## src/dbs_regs.svh

```systemverilog
// Register offsets, field positions, reset values and sizes of the buffer status block.
`ifndef DBS_REGS_SVH
`define DBS_REGS_SVH

`define DBS_ADDR_W          12
`define DBS_DATA_W          32
`define DBS_NUM_BUF         4
`define DBS_LANE_W          8
`define DBS_FLAG_W          5
`define DBS_CNT_W           16
`define DBS_DEPTH           16'h200

`define DBS_STATUS_LOW_OFS  12'h144
`define DBS_THR_BASE_OFS    12'h150
`define DBS_CFG_OFS         12'h160
`define DBS_FLUSH_OFS       12'h164
`define DBS_INT_STAT_OFS    12'h168
`define DBS_INT_MASK_OFS    12'h16c

`define DBS_FLAG_UPPER      4
`define DBS_FLAG_LOWER      3
`define DBS_FLAG_CELL       2
`define DBS_FLAG_FULL       1
`define DBS_FLAG_EMPTY      0
`define DBS_FLAGS_RST       5'h09
`define DBS_STATUS_MASK     32'h1f1f1f1f

`define DBS_CFG_DIR_LO      0
`define DBS_CFG_DIR_HI      1
`define DBS_CFG_TX          2
`define DBS_CFG_W           3
`define DBS_THR_LO_LSB      0
`define DBS_THR_HI_LSB      16

`endif

```

## src/dbs_pkg.sv

```systemverilog
// Types shared by the buffer status block.
`include "dbs_regs.svh"

package dbs_pkg;

    typedef struct packed {
        logic                  upper_mark;
        logic                  lower_mark;
        logic                  cell_ready;
        logic                  no_space;
        logic                  no_data;
    } dbs_flags_t;

    typedef struct packed {
        logic                  tx_mode;
        logic                  second_threshold_direction;
        logic                  first_threshold_direction;
        logic [`DBS_CNT_W-1:0] second_fill_threshold;
        logic [`DBS_CNT_W-1:0] first_fill_threshold;
    } dbs_cfg_t;

    typedef struct packed {
        logic                  wr;
        logic                  rd;
        logic                  cell_confirm;
        logic                  cell_take;
    } dbs_evt_t;

endpackage : dbs_pkg

```

## src/dbs_buf_flags.sv

```systemverilog
// Occupancy counter and status flags of one data buffer.
`timescale 1ns/100ps
`include "dbs_regs.svh"

module dbs_buf_flags
    import dbs_pkg::*;
#(
    parameter logic [`DBS_CNT_W-1:0] DEPTH        = `DBS_DEPTH,
    parameter bit                    CELL_ANY_DIR = 1'b0
) (
    // Clock and reset
    input  wire logic                  sys_clk_i,
    input  wire logic                  rst_b_i,
    // Configuration and control
    input  wire dbs_cfg_t              cfg_i,
    input  wire logic                  flush_i,
    // Buffer datapath events
    input  wire dbs_evt_t              evt_i,
    // Status
    output dbs_flags_t                 flags_o,
    output logic [`DBS_CNT_W-1:0]      level_o
);

    logic [`DBS_CNT_W-1:0] count_q;
    logic [`DBS_CNT_W-1:0] count_d;
    dbs_flags_t            flags_q;
    dbs_flags_t            flags_d;
    logic                  wr_ok;
    logic                  rd_ok;
    logic                  cell_ok;

    always_comb begin
        // A write into a full buffer would push the count past DEPTH and a read from an empty one would wrap it.
        wr_ok   = evt_i.wr & (count_q != DEPTH);
        rd_ok   = evt_i.rd & (count_q != '0);
        cell_ok = evt_i.cell_confirm & (CELL_ANY_DIR | ~cfg_i.tx_mode);
        if (flush_i) begin
            count_d = '0;
        end else begin
            count_d = count_q + {{(`DBS_CNT_W-1){1'b0}}, wr_ok}
                              - {{(`DBS_CNT_W-1){1'b0}}, rd_ok};
        end
        // Flags follow the new count so they line up with it in the same cycle.
        flags_d.no_space   = (count_d == DEPTH);
        flags_d.no_data    = (count_d == '0);
        flags_d.upper_mark = cfg_i.second_threshold_direction ?
                             (count_d > cfg_i.second_fill_threshold) :
                             (count_d < cfg_i.second_fill_threshold);
        flags_d.lower_mark = cfg_i.first_threshold_direction ?
                             (count_d > cfg_i.first_fill_threshold) :
                             (count_d < cfg_i.first_fill_threshold);
        // An accepted confirm (cell_ok) in the cycle of a take still leaves the flag set.
        if (flush_i) begin
            flags_d.cell_ready = 1'b0;
        end else if (cell_ok) begin
            flags_d.cell_ready = 1'b1;
        end else if (evt_i.cell_take) begin
            flags_d.cell_ready = 1'b0;
        end else begin
            flags_d.cell_ready = flags_q.cell_ready;
        end
    end

    always_ff @(posedge sys_clk_i) begin
        if (!rst_b_i) begin
            count_q <= '0;
            flags_q <= `DBS_FLAGS_RST;
        end else begin
            count_q <= count_d;
            flags_q <= flags_d;
        end
    end

    assign flags_o = flags_q;
    assign level_o = count_q;

endmodule // dbs_buf_flags

```

## src/dbs_status_top.sv

```systemverilog
// Status flag block for four packet data buffers with register port and interrupt.
//
// Our own choice: the plain strobed port.
`timescale 1ns/100ps
`include "dbs_regs.svh"

module dbs_status_top
    import dbs_pkg::*;
#(
    parameter int                    NUM_BUF = `DBS_NUM_BUF,
    parameter logic [`DBS_CNT_W-1:0] DEPTH   = `DBS_DEPTH
) (
    // Clock and reset
    input  wire logic                        sys_clk_i,
    input  wire logic                        rst_b_i,
    // Register port
    input  wire logic [`DBS_ADDR_W-1:0]      reg_addr_i,
    input  wire logic [`DBS_DATA_W-1:0]      reg_wdata_i,
    input  wire logic                        reg_wr_i,
    input  wire logic                        reg_rd_i,
    output logic      [`DBS_DATA_W-1:0]      reg_rdata_o,
    // Buffer datapath events, one bit per buffer
    input  wire logic [NUM_BUF-1:0]          buf_wr_i,
    input  wire logic [NUM_BUF-1:0]          buf_rd_i,
    input  wire logic [NUM_BUF-1:0]          cell_confirm_i,
    input  wire logic [NUM_BUF-1:0]          cell_take_i,
    // Buffer control and status
    output logic      [NUM_BUF-1:0]          flush_o,
    output dbs_flags_t [NUM_BUF-1:0]         flags_o,
    // Interrupt
    output logic                             irq_o
);

    localparam int LW = `DBS_LANE_W;
    localparam int FW = `DBS_FLAG_W;

    // Software-visible state.
    logic [`DBS_DATA_W-1:0]  thr_q    [NUM_BUF];
    logic [`DBS_DATA_W-1:0]  thr_d    [NUM_BUF];
    logic [`DBS_CFG_W-1:0]   cfg_q    [NUM_BUF];
    logic [`DBS_CFG_W-1:0]   cfg_d    [NUM_BUF];
    logic [NUM_BUF-1:0]      flush_q;
    logic [NUM_BUF-1:0]      flush_d;
    logic [`DBS_DATA_W-1:0]  istat_q;
    logic [`DBS_DATA_W-1:0]  istat_d;
    logic [`DBS_DATA_W-1:0]  imask_q;
    logic [`DBS_DATA_W-1:0]  imask_d;
    logic [`DBS_DATA_W-1:0]  rdata_q;
    logic [`DBS_DATA_W-1:0]  rdata_d;
    logic                    irq_q;
    logic                    irq_d;

    // Flag history for edge detection.
    dbs_flags_t              prev_q   [NUM_BUF];
    dbs_flags_t              prev_d   [NUM_BUF];

    // Per-buffer wiring.
    dbs_flags_t              flags    [NUM_BUF];
    dbs_cfg_t                cfg_s    [NUM_BUF];
    dbs_evt_t                evt_s    [NUM_BUF];
    logic [`DBS_DATA_W-1:0]  status_word;
    logic [`DBS_DATA_W-1:0]  events;
    logic [`DBS_DATA_W-1:0]  cfg_word;
    logic [`DBS_ADDR_W-1:0]  word_addr;

    // Per-buffer counters and flags.
    for (genvar n = 0; n < NUM_BUF; n++) begin : g_buf
        assign cfg_s[n].tx_mode                    = cfg_q[n][`DBS_CFG_TX];
        assign cfg_s[n].second_threshold_direction = cfg_q[n][`DBS_CFG_DIR_HI];
        assign cfg_s[n].first_threshold_direction  = cfg_q[n][`DBS_CFG_DIR_LO];
        assign cfg_s[n].second_fill_threshold      =
            thr_q[n][`DBS_THR_HI_LSB +: `DBS_CNT_W];
        assign cfg_s[n].first_fill_threshold       =
            thr_q[n][`DBS_THR_LO_LSB +: `DBS_CNT_W];
        assign evt_s[n].wr           = buf_wr_i[n];
        assign evt_s[n].rd           = buf_rd_i[n];
        assign evt_s[n].cell_confirm = cell_confirm_i[n];
        assign evt_s[n].cell_take    = cell_take_i[n];

        // Only the last buffer can serve either direction.
        dbs_buf_flags #(
            .DEPTH        (DEPTH),
            .CELL_ANY_DIR (n == NUM_BUF - 1)
        ) u_flags (
            .sys_clk_i (sys_clk_i),
            .rst_b_i   (rst_b_i),
            .cfg_i     (cfg_s[n]),
            .flush_i   (flush_q[n]),
            .evt_i     (evt_s[n]),
            .flags_o   (flags[n]),
            .level_o   ()
        );

        assign flags_o[n] = flags[n];

        // Byte n of the status word; bits above the flags stay zero.
        assign status_word[n*LW +: LW] = {{(LW-FW){1'b0}}, flags[n]};
        assign cfg_word[n*LW +: LW]    = {{(LW-`DBS_CFG_W){1'b0}}, cfg_q[n]};
        // Every flag rising from zero to one is an interrupt event.
        assign events[n*LW +: LW]      = {{(LW-FW){1'b0}}, flags[n] & ~prev_q[n]};
    end

    if (NUM_BUF * LW < `DBS_DATA_W) begin : g_pad
        assign status_word[`DBS_DATA_W-1:NUM_BUF*LW] = '0;
        assign cfg_word[`DBS_DATA_W-1:NUM_BUF*LW]    = '0;
        assign events[`DBS_DATA_W-1:NUM_BUF*LW]      = '0;
    end

    assign word_addr = {reg_addr_i[`DBS_ADDR_W-1:2], 2'b00};

    // Register writes, interrupt state and flag history.
    always_comb begin
        for (int n = 0; n < NUM_BUF; n++) begin
            thr_d[n]  = thr_q[n];
            cfg_d[n]  = cfg_q[n];
            prev_d[n] = flags[n];
            if (reg_wr_i && word_addr == `DBS_THR_BASE_OFS + `DBS_ADDR_W'(4 * n)) begin
                thr_d[n] = reg_wdata_i;
            end
            if (reg_wr_i && word_addr == `DBS_CFG_OFS) begin
                cfg_d[n] = reg_wdata_i[n*LW +: `DBS_CFG_W];
            end
        end
        // Flush bits are write-one pulses and never hold a value.
        flush_d = '0;
        if (reg_wr_i && word_addr == `DBS_FLUSH_OFS) begin
            for (int n = 0; n < NUM_BUF; n++) begin
                flush_d[n] = reg_wdata_i[n*LW];
            end
        end
        imask_d = imask_q;
        if (reg_wr_i && word_addr == `DBS_INT_MASK_OFS) begin
            imask_d = reg_wdata_i & `DBS_STATUS_MASK;
        end
        // Clear first, then set, so an event in the clearing cycle survives.
        istat_d = istat_q;
        if (reg_wr_i && word_addr == `DBS_INT_STAT_OFS) begin
            istat_d = istat_d & ~reg_wdata_i;
        end
        istat_d = (istat_d | events) & `DBS_STATUS_MASK;
        irq_d   = |(istat_d & imask_d);
    end

    // Read port; the status word has no write path, so writes to it are dropped.
    always_comb begin
        rdata_d = '0;
        if (reg_rd_i) begin
            unique case (word_addr)
                `DBS_STATUS_LOW_OFS: rdata_d = status_word;
                `DBS_CFG_OFS:        rdata_d = cfg_word;
                `DBS_INT_STAT_OFS:   rdata_d = istat_q;
                `DBS_INT_MASK_OFS:   rdata_d = imask_q;
                default: begin
                    for (int n = 0; n < NUM_BUF; n++) begin
                        if (word_addr == `DBS_THR_BASE_OFS + `DBS_ADDR_W'(4 * n)) begin
                            rdata_d = thr_q[n];
                        end
                    end
                end
            endcase
        end
    end

    always_ff @(posedge sys_clk_i) begin
        if (!rst_b_i) begin
            for (int n = 0; n < NUM_BUF; n++) begin
                thr_q[n]  <= '0;
                cfg_q[n]  <= '0;
                prev_q[n] <= `DBS_FLAGS_RST;
            end
            flush_q <= '0;
            istat_q <= '0;
            imask_q <= '0;
            rdata_q <= '0;
            irq_q   <= 1'b0;
        end else begin
            for (int n = 0; n < NUM_BUF; n++) begin
                thr_q[n]  <= thr_d[n];
                cfg_q[n]  <= cfg_d[n];
                prev_q[n] <= prev_d[n];
            end
            flush_q <= flush_d;
            istat_q <= istat_d;
            imask_q <= imask_d;
            rdata_q <= rdata_d;
            irq_q   <= irq_d;
        end
    end

    assign reg_rdata_o = rdata_q;
    assign flush_o     = flush_q;
    assign irq_o       = irq_q;

endmodule // dbs_status_top

```

## config.mk

```make
export PLATFORM = sky130hd
export DESIGN_NAME = dbs_status_top
export DESIGN_NICKNAME = d
export VERILOG_FILES = /design/src/dbs_pkg.sv /design/src/dbs_buf_flags.sv /design/src/dbs_status_top.sv
export VERILOG_INCLUDE_DIRS = /design/src /design/src/src
export SDC_FILE = /design/constraint.sdc
export NUM_CORES = 1
export LEC_CHECK = 0
export ABC_CLOCK_PERIOD_IN_PS = 8700
export BUFFER_PORTS_ARGS = -buffer_cell sky130_fd_sc_hd__buf_2
export CORE_MARGIN = 1.5
export CORE_UTILIZATION = 66
export CTS_BUF_LIST = sky130_fd_sc_hd__clkbuf_4 sky130_fd_sc_hd__clkbuf_8 sky130_fd_sc_hd__clkbuf_16
export DETAILED_ROUTE_END_ITERATION = 10
export PLACE_DENSITY = 0.94
export SLEW_MARGIN = 10
export SYNTH_ARGS = -nofsm -noshare
export SYNTH_HDL_FRONTEND = slang
export SYNTH_SLANG_ARGS = --single-unit
```

## constraint.sdc

```tcl
create_clock -name sys_clk_i -period 8.7 [get_ports sys_clk_i]
set_clock_uncertainty 0.15 [all_clocks]
set_input_delay 0.435 -clock sys_clk_i [delete_from_list [all_inputs] [get_ports sys_clk_i]]
set_output_delay 0.435 -clock sys_clk_i [all_outputs]
set_load 0.005 [all_outputs]
```

# == Yosys cells after proc, flatten, opt, wreduce, memory -nomap -nowiden ==
# Memory sizes are Yosys's and may differ from the RTL's.
# Cells that the tools add are included.
# classes
add_sub_neg,8
mul,0
div_mod_pow,0
order_cmp,16
n_eq_ne,17
shift,0
n_mux,49
bitwise,39
reduce_logical,27
# op_table
op,n
$mux 32,13
$gt 16x16->1,8
$lt 16x16->1,8
$pmux 32 s4,1
$eq 10x7->1 const B,9
$add 16x1->16,4
$eq 16x10->1 const B,4
$logic_not 16->1,4
$mux 16,4
$ne 16x10->1 const B,4
$reduce_bool 16->1,4
$sub 16x1->16,4
$and 29x32->32,1
$reduce_or 32->1,1
$and 29x29->29,1
$mux 29,1
$not 29->29,1
$or 29x29->29,1
$mux 3,8
$and 5x5->5,4
$mux 5,4
$not 5->5,4
$mux 1,18
$or 1x1->1,12
other kinds (6),33
# totals
register_bits,173
latch_bits,0
mem_bits_rw,160
mem_bits_ro,0
input_bits,64
output_inout_bits,57
word_cells,188
n_memories,3
# mem_list
memory,depth,word_bits,rd,rd_clocked_by_memory_dff,wr,line_no,source
thr_q,4,32,4,0,4,dbs_status_top.sv:38,logic [`DBS_DATA_W-1:0] thr_q [NUM_BUF];
prev_q,4,5,4,0,4,dbs_status_top.sv:54,dbs_flags_t prev_q [NUM_BUF];
cfg_q,4,3,4,0,4,dbs_status_top.sv:40,logic [`DBS_CFG_W-1:0] cfg_q [NUM_BUF];

# == Longest topological paths before layout ==
# depth
word_depth,7
mapped_depth,24

# == Modules after synthesis ==
# A second synthesis with hierarchy kept.
# unflattened
cells_unflattened,2380
area_unflattened_um2,19411.1
# modules_own_cells
module,instances,cells_each,area_per_inst_um2
dbs_status_top,1,1070,9096.2
dbs_buf_flags (g_buf[0].u_flags ...),3,333,2612.5
dbs_buf_flags (g_buf[3].u_flags),1,311,2477.4

# == Worst setup path after synthesis ==
# OpenSTA, ideal clock, no wires.
# synth_timing
path_type,register to register
startpoint,register g_buf[1].u_flags.count_q[2]
endpoint,register g_buf[1].u_flags.flags_q (netlist bit g_buf[1].u_flags.flags_o[4])
setup_time_ns,0.128
arrival_ns,4.092
t_required_ns,8.422
slack_ns,4.330
path_stages_with_launch,23
path_buffers,0
period_less_slack_ns,4.370
cell_sequence,dfxtp_1 > inv_1 > ha_1 > nand4_1 > nor4_1 > a21boi_0 > ha_1 > inv_1 > ha_1 > inv_1 > fa_1 > nor2b_1 > o2111ai_1 > a31oi_1 > o21ai_0 > mux2_2 > ha_1 > and4_1 > a21oi_1 > nand2_1 > a221oi_1 > or3_1 > nand4b_1
# synth_between
elab_chain_cells,7
elab_cells_between_ends,10
classes_between,add/sub: 2; order compare: 2; eq/ne: 1; mux: 2; bitwise: 2; reduce/logical: 1
# synth_lines
item,line_no,source
from (decl),dbs_buf_flags.sv:24,logic [`DBS_CNT_W-1:0] count_q;
from (signal assigned),dbs_buf_flags.sv:69,count_q <= count_d;
$ne 16x10->1,dbs_buf_flags.sv:34,wr_ok = evt_i.wr & (count_q != DEPTH);
$and 1x1->1,dbs_buf_flags.sv:34,
$add 16x1->16,dbs_buf_flags.sv:40,"count_d = count_q + {{(`DBS_CNT_W-1){1'b0}}, wr_ok}"
$sub 16x1->16 (*),dbs_buf_flags.sv:40,
$mux 16 (*),dbs_buf_flags.sv:37,if (flush_i) begin
net g_buf[1].u_flags.count_d[10],dbs_buf_flags.sv:25,logic [`DBS_CNT_W-1:0] count_d;
$lt 16x16->1 or $gt 16x16->1 (tied branches),"dbs_buf_flags.sv:48, dbs_buf_flags.sv:47",
$mux 1 (*),dbs_buf_flags.sv:46,flags_d.upper_mark = cfg_i.second_threshold_direction ?
to (signal assigned),dbs_buf_flags.sv:67,flags_q <= `DBS_FLAGS_RST;
to (signal assigned),dbs_buf_flags.sv:70,flags_q <= flags_d;
to (decl),dbs_buf_flags.sv:26,dbs_flags_t flags_q;
# Mark *: on every way through the listed nets, which the timed path passes. The rest lies on a longest branch.
# A chain may end at the register's enable or synchronous reset.

# == Worst setup path in the final report ==
# layout_timing
startpoint,register g_buf[1].u_flags.count_q[3]
endpoint,register g_buf[1].u_flags.flags_q (netlist bit g_buf[1].u_flags.flags_o[4])
# The elaborated chain is that of the path after synthesis.

==> flow_summary_export.csv <==
group,metric,value,unit
final_layout,multi_input_area,11500,um^2
critical_path,critPathTopFamily,"simple AND/OR/NAND/NOR gates",
synth,ys_types,73,
floorplanning,die_w,173,um
critical_path,start_kind,"flop",
drt,first_pass_iters,11,
critical_path,reg2reg_depth,22,
clocking,clk_pin_slew_worst_paths,0.07,ns
power,power,9.08,mW
global_route,first_global_vias,18100,
critical_path,cpMostUsedCell,"ha_1",
clocking,clkLatencyLatePin,0.53,ns
sta,finalSetupViolCount,0,
critical_path,path_class,"flop to flop",
clocking,post_cts_buffers,0,
synth,synth_top_family_by_area,"simple AND/OR/NAND/NOR gates",
critical_path,cp_data_arrival_time,5.77,ns
global_route,antenna_found_initial,2,
placed_design,dpl_cell_area,20000,um^2
final_layout,area_growth,11.0,%
drt,num_vias,19000,
synth,synth_compound_gate_area_share,19.8,%
clocking,cts_sinks,321,
critical_path,cp_slowest_stage_delay,0.59,ns
worst_hold_path,holdPathEnd,"g_buf[0].u_flags.flags_o[2]",
synth,yosysMostFrequentCell,"nand2_1",
sta,period_share,63.4,%
synth,synth_mux_area_share,2.82,%
placed_design,placement.io_buffers,118,
critical_path,critPathMaxFanout,5,
drt,vias_per_cell,6.57,
sta,fin_crit,5.51,ns
global_route,grt_max_degree,84,
final_layout,fin_area,21200,um^2
power,p_leak,8.47,nW
power,ir_drop,267,uV
placed_design,routabilityCongestion,1.02,
synth,synth_top_area_share,33.6,%
synth,netlist_top_cells_area,"dfxtp_1 34%, ha_1 15%, nand2_1 6.5%",
critical_path,crit_buf_inv,3,
drt,routed_wl,61700,um
global_route,grt_pass1_wl,96500,um
synth,syn_area,19100,um^2
synth,synth_xor_area_share,0.961,%
global_route,grt.total_usage,40.2,%
drt,post-route-drc-count,0,
critical_path,crit_path_end_kind,"flop",
synth,syn_avg_cell_area,7.96,um^2
floorplanning,core.rowCount,62,
floorplanning,start_util,66.9,%
synth,ys_seq_area_share,33.6,%
critical_path,path_depth,22,
final_layout,regArea,6430,um^2
final_layout,fillCellCount,2029,
critical_path,r2r-end,"g_buf[1].u_flags.flags_o[4]",
clocking,cts_tree,"yes",
synth,synth-simple-area-share,21.0,%
drt,antenna_left,0,
worst_hold_path,holdPathStages,3,
synth,ys_warn_count,0,
synth,synthArstFlopShare,0,%
sta,hold_violations,0,
drt,post_drt_wl_per_cell,21.3,um
critical_path,cp.required,8.95,ns
critical_path,r2r_slack,3.19,ns
synth,ys_seq_elements,321,
sta,rsz0062_at_grt,"false",
run,max_cap_viol_count,0,
sta,fmax,181,MHz
clocking,htreeDepth,2,
floorplanning,die_y,173,um
final_layout,layout.nets,2773,
final_layout,final_core_util,74.2,%
synth,syn_nets,2698,
synth,synth_top_area_cell,"dfxtp_1",
sta,final_max_slew_viol_count,0,
synth,ys.flop_type,"dfxtp_1",
critical_path,critical-path-slowest-cell,"nor3_1",
synth,synthAdderAreaFrac,15.1,%
sta,relSlewSlack,6.07,%
critical_path,crit_chain,"inv_1 -> ha_1 -> nand4_1 -> nor4_1 -> a21boi_0 -> ha_1 -> inv_1 -> ha_1 -> inv_1 -> fa_1 -> nor2b_1 -> o2111ai_1 -> nand3_1 -> a21oi_1 -> nor3_1 -> ha_1 -> and4_1 -> a21oi_1 -> nand2_1 -> a221oi_1 -> or3_1 -> nand4b_1",
final_layout,layout-drive-gt1-share,9.66,%
clocking,clockBufferDepth,3,
global_route,overflow,0,
power,powerDensity,428,nW/um^2
outcome,status,"finished, final reports clean",
worst_hold_path,worst_hold_startpoint,"cell_take_i[0]",
floorplanning,pin_count,121,
clocking,cts_buffers,35,
sta,timing.setup.tns,0,ns
floorplanning,core-area,28600,um^2
synth,syn_inst,2406,
floorplanning,die-area,30000,um^2
clocking,cts_root_buffer,"clkbuf_16",
sta,tightest_slew,1.40,ns
drt,drt-initial-drc-count,2898,
critical_path,r2r-start,"g_buf[1].u_flags.level_o[3]",
sta,holdWs,0.0202,ns
synth,synth_edf_count,0,
synth,synth_common_cells,"334 x nand2_1, 321 x dfxtp_1, 250 x a21oi_1",
placed_design,hpwlAfterDp,44400,um
worst_hold_path,min_path_type,"primary input to flop",
[routing by layer]
layer,up-vias,track usage [%],share of wire [%]
li1,8535,-,-
met1,8765,52.0,38
met2,1366,61.7,43
met3,334,9.32,13
met4,0,23.0,6.7
met5,-,0,0
[metrics by stage]
stage / setup slack [ns] / std cells
after floorplan: 4.33 / 2406
after global placement: 3.55 / 2827
after detailed placement: 3.41 / 2827
after CTS: 3.33 / 2890
after global routing: 2.76 / 2892
final: 3.19 / 2894
[how the worst max path moves through the flow]
| stage | startpoint | to | slack (ns) |
|---|---|---|---|
| 2_1_floorplan | g_buf[1].u_flags.level_o[2] | g_buf[1].u_flags.flags_o[4] | 4.33 |
| 3_3_place_gp | g_buf[1].u_flags.level_o[2] | g_buf[1].u_flags.flags_o[4] | 3.55 |
| 3_5_place_dp | g_buf[1].u_flags.level_o[3] | g_buf[1].u_flags.flags_o[4] | 3.41 |
| 4_1_cts | g_buf[1].u_flags.level_o[3] | g_buf[1].u_flags.flags_o[4] | 3.33 |
| 5_1_grt | g_buf[1].u_flags.level_o[3] | g_buf[1].u_flags.flags_o[4] | 2.76 |
| 6_report | g_buf[1].u_flags.level_o[3] | g_buf[1].u_flags.flags_o[4] | 3.19 |
[cells in the final DEF, fill, tap and decap left out, drive strengths merged, types with 10 or more instances in the layout]
cell	instances
nor2b	59
a21boi	10
nand4	28
nand2	334
o22ai	10
ha	224
nor2	195
buf	139
a21o	28
o21ai	47
nor3	35
inv	236
a21oi	250
clkbuf	42
a221oi	20
dfxtp	321
a22o	12
a22oi	65
o21bai	12
and2	38
mux2i	37
xnor2	12
nand3	30
mux2	15
and3	14
o21a	22
nor4	19
o211ai	15
nand2b	41
or2	10
a31oi	40
[worst reg2reg max path, stage by stage (launching register included)]
cell and delay, ns:
dfxtp_1 0.32, inv_1 0.08, ha_1 0.21, nand4_1 0.20, nor4_1 0.36, a21boi_0 0.16
ha_1 0.31, inv_1 0.06, ha_1 0.19, inv_1 0.07, fa_1 0.44, nor2b_1 0.21
o2111ai_1 0.26, nand3_1 0.17, a21oi_1 0.09, nor3_1 0.59, ha_1 0.36, and4_1 0.22
a21oi_1 0.15, nand2_1 0.08, a221oi_1 0.42, or3_1 0.19, nand4b_1 0.10
[timing repair]
action / CTS / global route
hold buffers: 1 / 0
gates resized for setup: 0 / 0
endpoints found under the hold margin: 1 / 0
[kinds of logic after synthesis]
logic type                 after synthesis
and+or+nand+nor                        852
AOI/OAI and AO/OA                      596
buffers and inverters                  336
DFF                                    321
adders and majority gates              228
muxes                                   52
xor gates and xnor gates                21
[where the power goes]
group	switching [mW]	total (mW)	internal (mW)
clock network	0.638	1.58	0.941
logic	3.40	5.74	2.34
registers	0.114	1.76	1.64
total	4.15	9.08	4.93
[sequential cells by signal, summed over array words and instances (netlist names)]
| register | cells |
|---|---|
| cfg_q | 12 |
| flush_o | 4 |
| g_buf.u_flags.flags_o | 20 |
| g_buf.u_flags.level_o | 64 |
| imask_q | 20 |
| irq_o | 1 |
| istat_q | 20 |
| prev_q | 20 |
| reg_rdata_o | 32 |
| thr_q | 128 |
[final cells by class]
| type | instances | share of cell area, % |
|---|---|---|
| clock inverters | 20 | 1.17 |
| multi-input cells | 1749 | 54.0 |
| well taps | 384 | 2.26 |
| diodes | 4 | 0.0471 |
| repair buffers | 140 | 3.57 |
| inverters | 234 | 4.16 |
| clock buffers | 42 | 4.52 |
| flip-flops and latches | 321 | 30.3 |
No activity file was read; power rests on OpenSTA's default activity.
